<file path="config.mk">
export PLATFORM = sky130hd
export DESIGN_NAME = coe_ch2_output
export DESIGN_NICKNAME = d
export VERILOG_FILES = /design/src/design/coe_pkg.sv /design/src/design/coe_ch2_output.sv
export SDC_FILE = /design/constraint.sdc
export NUM_CORES = 1
export LEC_CHECK = 0
export BUFFER_PORTS_ARGS = -buffer_cell sky130_fd_sc_hd__buf_2
export CORE_MARGIN = 5
export CORE_UTILIZATION = 52
export CTS_BUF_LIST = sky130_fd_sc_hd__clkbuf_8 sky130_fd_sc_hd__clkbuf_16
export DETAILED_ROUTE_END_ITERATION = 10
export GPL_TIMING_DRIVEN = 1
export HOLD_SLACK_MARGIN = 0.05
export PLACE_DENSITY_LB_ADDON = 0.15
export SLEW_MARGIN = 10
export SYNTH_ARGS = -nofsm -noshare
export SYNTH_HDL_FRONTEND = slang
export SYNTH_SLANG_ARGS = --single-unit
export TNS_END_PERCENT = 50
</file>
<file path="constraint.sdc">
create_clock -name clk_sys_i -period 5.4 [get_ports clk_sys_i]
set_input_delay 0.54 -clock clk_sys_i [delete_from_list [all_inputs] [get_ports clk_sys_i]]
set_output_delay 0.54 -clock clk_sys_i [all_outputs]
set_load 0.005 [all_outputs]
</file>
<file path="src/design/coe_pkg.sv">
// Constants shared by the channel-two output expand and overload block
package coe_pkg;
	// Register byte offsets
	localparam logic [11:0] OFS_CTRL = 12'h000;
	localparam logic [11:0] OFS_EXPAND = 12'h004;
	localparam logic [11:0] OFS_FLAGS = 12'h008;
	localparam logic [11:0] OFS_INT_STAT = 12'h00C;
	localparam logic [11:0] OFS_INT_MASK = 12'h010;
	// Control register fields
	localparam int CTRL_OUT_SEL_BIT = 0;
	localparam int CTRL_RATIO_EN_BIT = 1;
	localparam int CTRL_QSEL_LSB = 2;
	localparam int QSEL_W = 2;
	localparam int EXP_W = 2;
	localparam int NUM_QTY = 4;
	// Output select codes
	localparam logic OUT_SEL_DISPLAY = 1'b0;
	localparam logic OUT_SEL_Y = 1'b1;
	// Quantity code that stands for Y
	localparam logic [1:0] QTY_Y = 2'h0;
	// Expand codes; the spare code acts as x1
	localparam logic [1:0] EXP_X1 = 2'h0;
	localparam logic [1:0] EXP_X10 = 2'h1;
	localparam logic [1:0] EXP_X100 = 2'h2;
	// Extra display digits per expand
	localparam logic [1:0] DIGITS_X1 = 2'h0;
	localparam logic [1:0] DIGITS_X10 = 2'h1;
	localparam logic [1:0] DIGITS_X100 = 2'h2;
	// Flag and interrupt bit positions
	localparam int FLG_RATIO_HIGH = 0;
	localparam int FLG_RATIO_LOW = 1;
	localparam int FLG_AOUT_OVL = 2;
	localparam int FLG_DISP_OVL = 3;
	localparam int NUM_FLG = 4;
	// Ratio input thresholds in millivolts
	localparam int RATIO_HIGH_MV = 10500;
	localparam int RATIO_LOW_MV = 50;
	localparam int RATIO_UNITY_MV = 1000;
	// Overload limits in percent of full scale
	localparam int AOUT_LIMIT_PCT = 105;
	localparam int DISP_LIMIT_PCT = 110;
	// Reset values
	localparam logic [3:0] CTRL_RST = 4'h0;
	localparam logic [7:0] EXPAND_RST = 8'h00;
	localparam logic [3:0] INT_MASK_RST = 4'h0;
endpackage

</file>
<file path="src/design/coe_ch2_output.sv">
// Channel-two output expand, routing and overload flags with APB registers
//
// Chosen here: the APB slave port and the register addresses.
`timescale 1ns/1ps
module coe_ch2_output #(
	parameter int DW = 24,
	parameter int RW = 16,
	parameter int FS = 1048576
) (
	input wire logic clk_sys_i,
	input wire logic srst_i,
	input wire logic psel_i,
	input wire logic penable_i,
	input wire logic pwrite_i,
	input wire logic [11:0] paddr_i,
	input wire logic [31:0] pwdata_i,
	output logic [31:0] prdata_o,
	output logic pready_o,
	output logic pslverr_o,
	input wire logic sample_valid_i,
	input wire logic signed [DW-1:0] disp_val_i,
	input wire logic signed [DW-1:0] y_val_i,
	input wire logic signed [RW-1:0] ratio_in_i,
	output logic signed [DW+7:0] aout_o,
	output logic aout_valid_o,
	output logic signed [DW-1:0] disp_val_o,
	output logic [1:0] disp_digits_o,
	output logic ind_x10_o,
	output logic ind_x100_o,
	output logic ind_expanded_o,
	output logic ratio_high_o,
	output logic ratio_low_o,
	output logic ratioed_valid_o,
	output logic aout_overload_flag_o,
	output logic disp_overload_flag_o,
	output logic signed [RW-1:0] ratio_divisor_o,
	output logic irq_o
);
	localparam int AW = DW + 8;
	localparam logic [AW-1:0] AOUT_LIM = AW'(FS / 100 * coe_pkg::AOUT_LIMIT_PCT);
	localparam logic [AW-1:0] DISP_LIM = AW'(FS / 100 * coe_pkg::DISP_LIMIT_PCT);
	localparam logic [AW-1:0] R_HI = AW'(coe_pkg::RATIO_HIGH_MV);
	localparam logic [AW-1:0] R_LO = AW'(coe_pkg::RATIO_LOW_MV);
	localparam logic [RW-1:0] R_UNITY = RW'(coe_pkg::RATIO_UNITY_MV);

	typedef struct packed {
		logic out_sel;
		logic ratio_en;
		logic [1:0] qsel;
		logic [7:0] exp_tab;
		logic [3:0] int_stat;
		logic [3:0] int_mask;
		logic pready;
		logic pslverr;
		logic [31:0] prdata;
		logic signed [AW-1:0] aout;
		logic aout_valid;
		logic signed [DW-1:0] disp;
		logic [1:0] digits;
		logic x10;
		logic x100;
		logic expd;
		logic [3:0] flags;
		logic rvalid;
		logic signed [RW-1:0] div;
		logic irq;
	} coe_state_t;

	coe_state_t s_r;
	coe_state_t s_nxt;

	// Multiply by the expand factor with shifts and adds
	function automatic logic signed [AW-1:0] expand_f(
		input logic signed [DW-1:0] v,
		input logic [1:0] code
	);
		logic signed [AW-1:0] w;
		w = AW'(v);
		case (code)
			coe_pkg::EXP_X10: expand_f = (w <<< 3) + (w <<< 1);
			coe_pkg::EXP_X100: expand_f = (w <<< 6) + (w <<< 5) + (w <<< 2);
			default: expand_f = w;
		endcase
	endfunction

	// Magnitude as an unsigned value, safe for the most negative code
	function automatic logic [AW-1:0] mag_f(input logic signed [AW-1:0] v);
		mag_f = v[AW-1] ? AW'(-v) : AW'(v);
	endfunction

	logic [1:0] disp_exp;
	logic [1:0] y_exp;
	logic signed [AW-1:0] disp_x;
	logic signed [AW-1:0] y_x;
	logic signed [AW-1:0] aout_calc;
	logic [AW-1:0] ratio_mag;
	logic [3:0] flag_calc;
	logic acc_done;
	logic wr_en;

	// Per-quantity expand lookup; Y always reads its own slot
	assign disp_exp =
		s_r.exp_tab[s_r.qsel*coe_pkg::EXP_W +: coe_pkg::EXP_W];
	assign y_exp =
		s_r.exp_tab[coe_pkg::QTY_Y*coe_pkg::EXP_W +: coe_pkg::EXP_W];
	// Expanded copies only; the incoming values stay untouched
	assign disp_x = expand_f(disp_val_i, disp_exp);
	assign y_x = expand_f(y_val_i, y_exp);
	// Analog routing per output select
	assign aout_calc = (s_r.out_sel == coe_pkg::OUT_SEL_Y) ?
		y_x : disp_x;
	assign ratio_mag = mag_f(AW'(ratio_in_i));
	// Live condition of every flag for the present sample
	assign flag_calc[coe_pkg::FLG_RATIO_HIGH] = ratio_mag > R_HI;
	assign flag_calc[coe_pkg::FLG_RATIO_LOW] = ratio_mag < R_LO;
	assign flag_calc[coe_pkg::FLG_AOUT_OVL] = mag_f(aout_calc) > AOUT_LIM;
	assign flag_calc[coe_pkg::FLG_DISP_OVL] = mag_f(disp_x) > DISP_LIM;
	// APB access completes in the cycle pready is high
	assign acc_done = psel_i && penable_i && s_r.pready;
	assign wr_en = acc_done && pwrite_i && !s_r.pslverr;

	// Next-state logic for bus, registers and output datapath
	always_comb begin
		logic [3:0] w1c;
		logic [3:0] ev;
		logic hit;
		w1c = 4'h0;
		ev = 4'h0;
		hit = 1'b0;
		s_nxt = s_r;
		s_nxt.aout_valid = 1'b0;
		// Slave answers one cycle into the access phase
		s_nxt.pready = psel_i && penable_i && !s_r.pready;
		if (psel_i && penable_i && !s_r.pready) begin
			hit = 1'b1;
			s_nxt.prdata = 32'h0000_0000;
			if (paddr_i == coe_pkg::OFS_CTRL) begin
				s_nxt.prdata[3:0] = {s_r.qsel, s_r.ratio_en, s_r.out_sel};
			end else if (paddr_i == coe_pkg::OFS_EXPAND) begin
				s_nxt.prdata[7:0] = s_r.exp_tab;
			end else if (paddr_i == coe_pkg::OFS_FLAGS) begin
				s_nxt.prdata[3:0] = s_r.flags;
			end else if (paddr_i == coe_pkg::OFS_INT_STAT) begin
				s_nxt.prdata[3:0] = s_r.int_stat;
			end else if (paddr_i == coe_pkg::OFS_INT_MASK) begin
				s_nxt.prdata[3:0] = s_r.int_mask;
			end else begin
				hit = 1'b0;
			end
			s_nxt.pslverr = !hit;
		end else if (!(psel_i && penable_i)) begin
			s_nxt.pslverr = 1'b0;
		end
		// Register writes take effect on the completing edge
		if (wr_en) begin
			if (paddr_i == coe_pkg::OFS_CTRL) begin
				s_nxt.out_sel = pwdata_i[coe_pkg::CTRL_OUT_SEL_BIT];
				s_nxt.ratio_en = pwdata_i[coe_pkg::CTRL_RATIO_EN_BIT];
				s_nxt.qsel = pwdata_i[coe_pkg::CTRL_QSEL_LSB +: coe_pkg::QSEL_W];
			end else if (paddr_i == coe_pkg::OFS_EXPAND) begin
				s_nxt.exp_tab = pwdata_i[7:0];
			end else if (paddr_i == coe_pkg::OFS_INT_STAT) begin
				w1c = pwdata_i[3:0];
			end else if (paddr_i == coe_pkg::OFS_INT_MASK) begin
				s_nxt.int_mask = pwdata_i[3:0];
			end
		end
		// Indicators follow the displayed quantity's expand only
		s_nxt.x10 = disp_exp == coe_pkg::EXP_X10;
		s_nxt.x100 = disp_exp == coe_pkg::EXP_X100;
		s_nxt.expd = s_nxt.x10 || s_nxt.x100;
		if (s_nxt.x100) begin
			s_nxt.digits = coe_pkg::DIGITS_X100;
		end else if (s_nxt.x10) begin
			s_nxt.digits = coe_pkg::DIGITS_X10;
		end else begin
			s_nxt.digits = coe_pkg::DIGITS_X1;
		end
		// Divisor handed upstream; unity when ratio is off
		s_nxt.div = s_r.ratio_en ? ratio_in_i : R_UNITY;
		// Each sample refreshes the outputs and every flag
		if (sample_valid_i) begin
			s_nxt.aout = aout_calc;
			s_nxt.aout_valid = 1'b1;
			s_nxt.disp = disp_val_i;
			s_nxt.flags = flag_calc;
			s_nxt.rvalid = !(s_r.ratio_en &&
				flag_calc[coe_pkg::FLG_RATIO_HIGH]);
			ev = flag_calc;
		end
		// Sticky status: a new event beats a same-cycle clear
		s_nxt.int_stat = (s_r.int_stat & ~w1c) | ev;
		s_nxt.irq = |(s_nxt.int_stat & s_nxt.int_mask);
	end

	// State register
	always_ff @(posedge clk_sys_i) begin
		if (srst_i) begin
			s_r <= '0;
			s_r.exp_tab <= coe_pkg::EXPAND_RST;
			s_r.int_mask <= coe_pkg::INT_MASK_RST;
			s_r.rvalid <= 1'b1;
			s_r.div <= R_UNITY;
			{s_r.qsel, s_r.ratio_en, s_r.out_sel} <= coe_pkg::CTRL_RST;
		end else begin
			s_r <= s_nxt;
		end
	end

	// Outputs straight from the state register
	assign prdata_o = s_r.prdata;
	assign pready_o = s_r.pready;
	assign pslverr_o = s_r.pslverr;
	assign aout_o = s_r.aout;
	assign aout_valid_o = s_r.aout_valid;
	assign disp_val_o = s_r.disp;
	assign disp_digits_o = s_r.digits;
	assign ind_x10_o = s_r.x10;
	assign ind_x100_o = s_r.x100;
	assign ind_expanded_o = s_r.expd;
	assign ratio_high_o = s_r.flags[coe_pkg::FLG_RATIO_HIGH];
	assign ratio_low_o = s_r.flags[coe_pkg::FLG_RATIO_LOW];
	assign ratioed_valid_o = s_r.rvalid;
	assign aout_overload_flag_o = s_r.flags[coe_pkg::FLG_AOUT_OVL];
	assign disp_overload_flag_o = s_r.flags[coe_pkg::FLG_DISP_OVL];
	assign ratio_divisor_o = s_r.div;
	assign irq_o = s_r.irq;
endmodule

</file>
==> results.toml <==
[setup_path]
r2r_setup_slack_ns = 0.27
worstReg2RegEnd = "s_r[124]$_SDFF_PP0_"
path_class = "in -> reg"
cp-end-kind = "register"
critPathBufInv = 2
r2r-start = "s_r[134]$_SDFFE_PP0P_"
cp-startpoint = "disp_val_i[4]"
critPathMaxStageDelay_ns = 0.58
crit_chain = "buf_2 -> fa_1 -> ha_1 -> fa_1 -> a21o_1 -> a221oi_4 -> buf_4 -> mux2i_1 -> o32ai_2 -> o211a_1 -> nand3_1 -> nor4_4 -> nand4_1 -> xor2_1 -> o22a_1 -> or4_4 -> nor4b_2 -> o21a_1 -> nand2_1"
cpMaxStageDelayCell = "or4_4"
crit_arrival_ns = 5.42
reg2reg_depth = 18
path_delay_family = "simple AND/OR/NAND/NOR gates"
worstPathMaxFanout = 5
crit_path_start_kind = "primary input"
cp_common_cell = "fa_1"
critPathRequiredTime_ns = 5.66

[grt]
track_usage_pct = 29.43
antenna_found_initial = 0
grt_max_degree = 59
grt_pass1_wl_microns = 79320
grt_pass1_vias = 14500
grt_overflow_total = 0

[route]
routed_wl_microns = 49970
drt_iter0_markers = 1465
vias = 15680
dr.pass1.iters = 6
avgRoutedWirePerCell_microns = 19.55
via_per_inst = 6.133
detail_route.drc_violations = 0
postRouteAntennaNets = 0

[min_path]
hold_path.class = "in -> reg"
whs_path_depth = 2
hp-start = "ratio_in_i[7]"
hold_path_end = "ratio_divisor_o[7]$_SDFF_PP1_"

[clock_network]
cts_tree = "yes"
ctsResizeCount = 0
cts_hold_buf = 0
clock_sinks = 112
cts.clk_slew.worst_paths_ns = 0.08
numCtsBuffers = 9
clock_path_buffers = 2
clk_latency_ns = 0.38
cts-root-buf = "clkbuf_16"
cts.htree.levels = 3
post_cts_buffers = 0

[sta]
max_freq_mhz = 194.0
maxSlewHeadroom_pct = 45.76
period_minus_slack_ns = 5.154
tightest_slew_ns = 0.8136
hold_viol_final = 0
post-route-period-util_pct = 95.44
layout_setup_ws_ns = 0.2465
slew_viol_final = 0
skew_ns = 0.01786
timing.hold.ws_ns = 0.4070
setup_violations = 0

[logic_synthesis]
async_flop_share_pct = 0
yosysSeqAreaShare_pct = 14.96
synth_area_per_cell_sq_um = 7.630
synth-edff-count = 0
yosysWarningCount = 0
synth_flop_cell = "dfxtp_1"
netlist_instances = 1964
ys_ff_latch = 112
synth_area_sq_mm = 0.01499
synth.distinct_cells = 106

[layout]
syn_to_final_growth_pct = 14.18
fill_cells = 2782
antennaDiodeCount = 0
utilization_pct = 59.94
nets = 2430
layout-drive-gt1-share_pct = 20.90

[floorplan]
core_area_sq_mm = 0.02855
core.rowCount = 62
chipHeight_microns = 179.8
fp.dieW_microns = 179.8
num_io_pins = 232
die_area_sq_mm = 0.03231
start_util_pct = 52.49

[place]
pre_cts_ws_ns = -0.2123
gp_congestion = 1.031
portBuffers = 183
hpwl_microns = 40490

[outcome]
status = "finished, final reports clean"

[power_and_ir_drop]
power_frac_comb_pct = 49.3
intPower_uw = 1885
p_clk_share_pct = 23.2
p_per_area_mw_per_mm2 = 185.9
switching_share_pct = 40.74
vdd_drop_max_uv = 129.7
switchingPower_uw = 1296
p_leak_uw = 0.007290
sequentialPowerShare_pct = 27.5

[run]
drv_cap = 0
[layer usage]
metal,track usage (%),vias up,share of wire [%]
met5,0,-,0
met4,5.974,0,1.9
met3,3.294,66,6.7
met2,46.72,579,44
met1,43.36,7451,47
li1,-,7581,-
[power groups by stage]
| stage | Combinational [uW] | Clock [uW] | Sequential, uW |
|---|---|---|---|
| finish | 1570 | 737 | 875 |
| global route | 1720 | 784 | 880 |
| CTS | 1550 | 749 | 875 |
| detailed placement | 1540 | 0 | 894 |
| global placement | 1520 | 0 | 894 |
| floorplan | 1020 | 0 | 890 |
[final cells by class]
class | count | area, sq um | share of cell area, %
clock buffer | 9 | 225.2 | 1.316
clock inverter | 7 | 85.08 | 0.4973
inverter | 43 | 161.4 | 0.9433
multi-input combinational | 1628 | 11540 | 67.43
sequential | 112 | 2245 | 13.12
tap | 384 | 480.5 | 2.808
timing repair buffer | 373 | 2376 | 13.89
[synth_stat cells (13+ instances only)]
cell / number / area share (%)
nand2_1: 181 / 4.5
nor2_1: 164 / 4.1
a21oi_1: 150 / 5.0
dfxtp_1: 112 / 15
buf_4: 108 / 5.4
ha_1: 101 / 8.4
o21ai_0: 96 / 3.2
clkbuf_1: 85 / 2.1
mux2i_1: 72 / 4.8
nand3_1: 66 / 2.2
nand2b_1: 51 / 2.1
nor3_1: 49 / 1.6
fa_1: 48 / 6.4
a211oi_1: 45 / 2.3
inv_1: 41 / 1.0
a21o_1: 35 / 1.8
o21a_1: 35 / 1.8
and2_1: 31 / 1.3
nand4_1: 27 / 1.1
nor2b_1: 24 / 1.0
o211ai_1: 23 / 1.2
or3_1: 23 / 0.96
xnor2_1: 23 / 1.3
xor2_1: 22 / 1.3
a31oi_1: 21 / 0.88
o31ai_1: 19 / 0.95
and3_1: 13 / 0.54
[how the worst max path moves through the flow]
stage / end / slack [ns] / cells past startpoint
CTS: s_r[124]$_SDFF_PP0_ / 0.09 / 18
detailed placement: s_r[124]$_SDFF_PP0_ / -0.21 / 19
global route: irq_o$_SDFF_PP0_ / -0.02 / 19
floorplan: irq_o$_SDFF_PP0_ / 0.26 / 17
global placement: s_r[124]$_SDFF_PP0_ / -0.13 / 19
finish: irq_o$_SDFF_PP0_ / 0.25 / 19
[through the flow]
stage | instances | TNS, ns | instance area, sq um | total power, uW
floorplan | 1987 | 0 | 15070 | 1909
global placement | 2540 | -0.3633 | 16750 | 2409
detailed placement | 2540 | -0.5643 | 16750 | 2429
CTS | 2556 | 0 | 17060 | 3171
global route | 2556 | -0.01602 | 17110 | 3385
finish | 2556 | 0 | 17110 | 3182
[sequential cells by signal, indices dropped and copies added (netlist names), 2 cells and up]
register         flops
disp_digits_o        2
ratio_divisor_o     16
s_r                 20
prdata_o             8
disp_val_o          24
aout_o              31
[cells in the final DEF, fill, tap and decap left out, types with 46 or more instances in the layout]
cell and instances:
fa_1 48, nor2_1 163, nand3_1 64, nor3_1 46
mux2i_1 72, buf_2 181, buf_4 189, nand2_1 181
ha_1 100, dfxtp_1 110, nand2b_1 51, a21oi_1 150
o21ai_0 96
[cells by family (layout without fill, tap and decap cells)]
logic type               after synthesis  count (layout)  synth area share, %
multiplexers                          81              81                5.636
AO/OA/AOI/OAI                        612             612                28.34
adder cells (fa/ha/maj)              149             149                14.85
flip-flops                           112             112                14.96
XOR/XNOR                              45              45                2.630
AND/OR/NAND/NOR                      717             717                24.63
buffers and inverters                247             432                8.934
other                                  1              24              0.02502
[worst reg2reg max path, delay by kind of cell, from the launching register on]
family,cells,cell delay [ns]
compound gates,5,1.20
fa+ha+maj,1,0.32
buf+inv,2,0.26
flops,1,0.38
mux,2,0.80
simple gates,8,2.07
(Power assumes the default switching activity.)
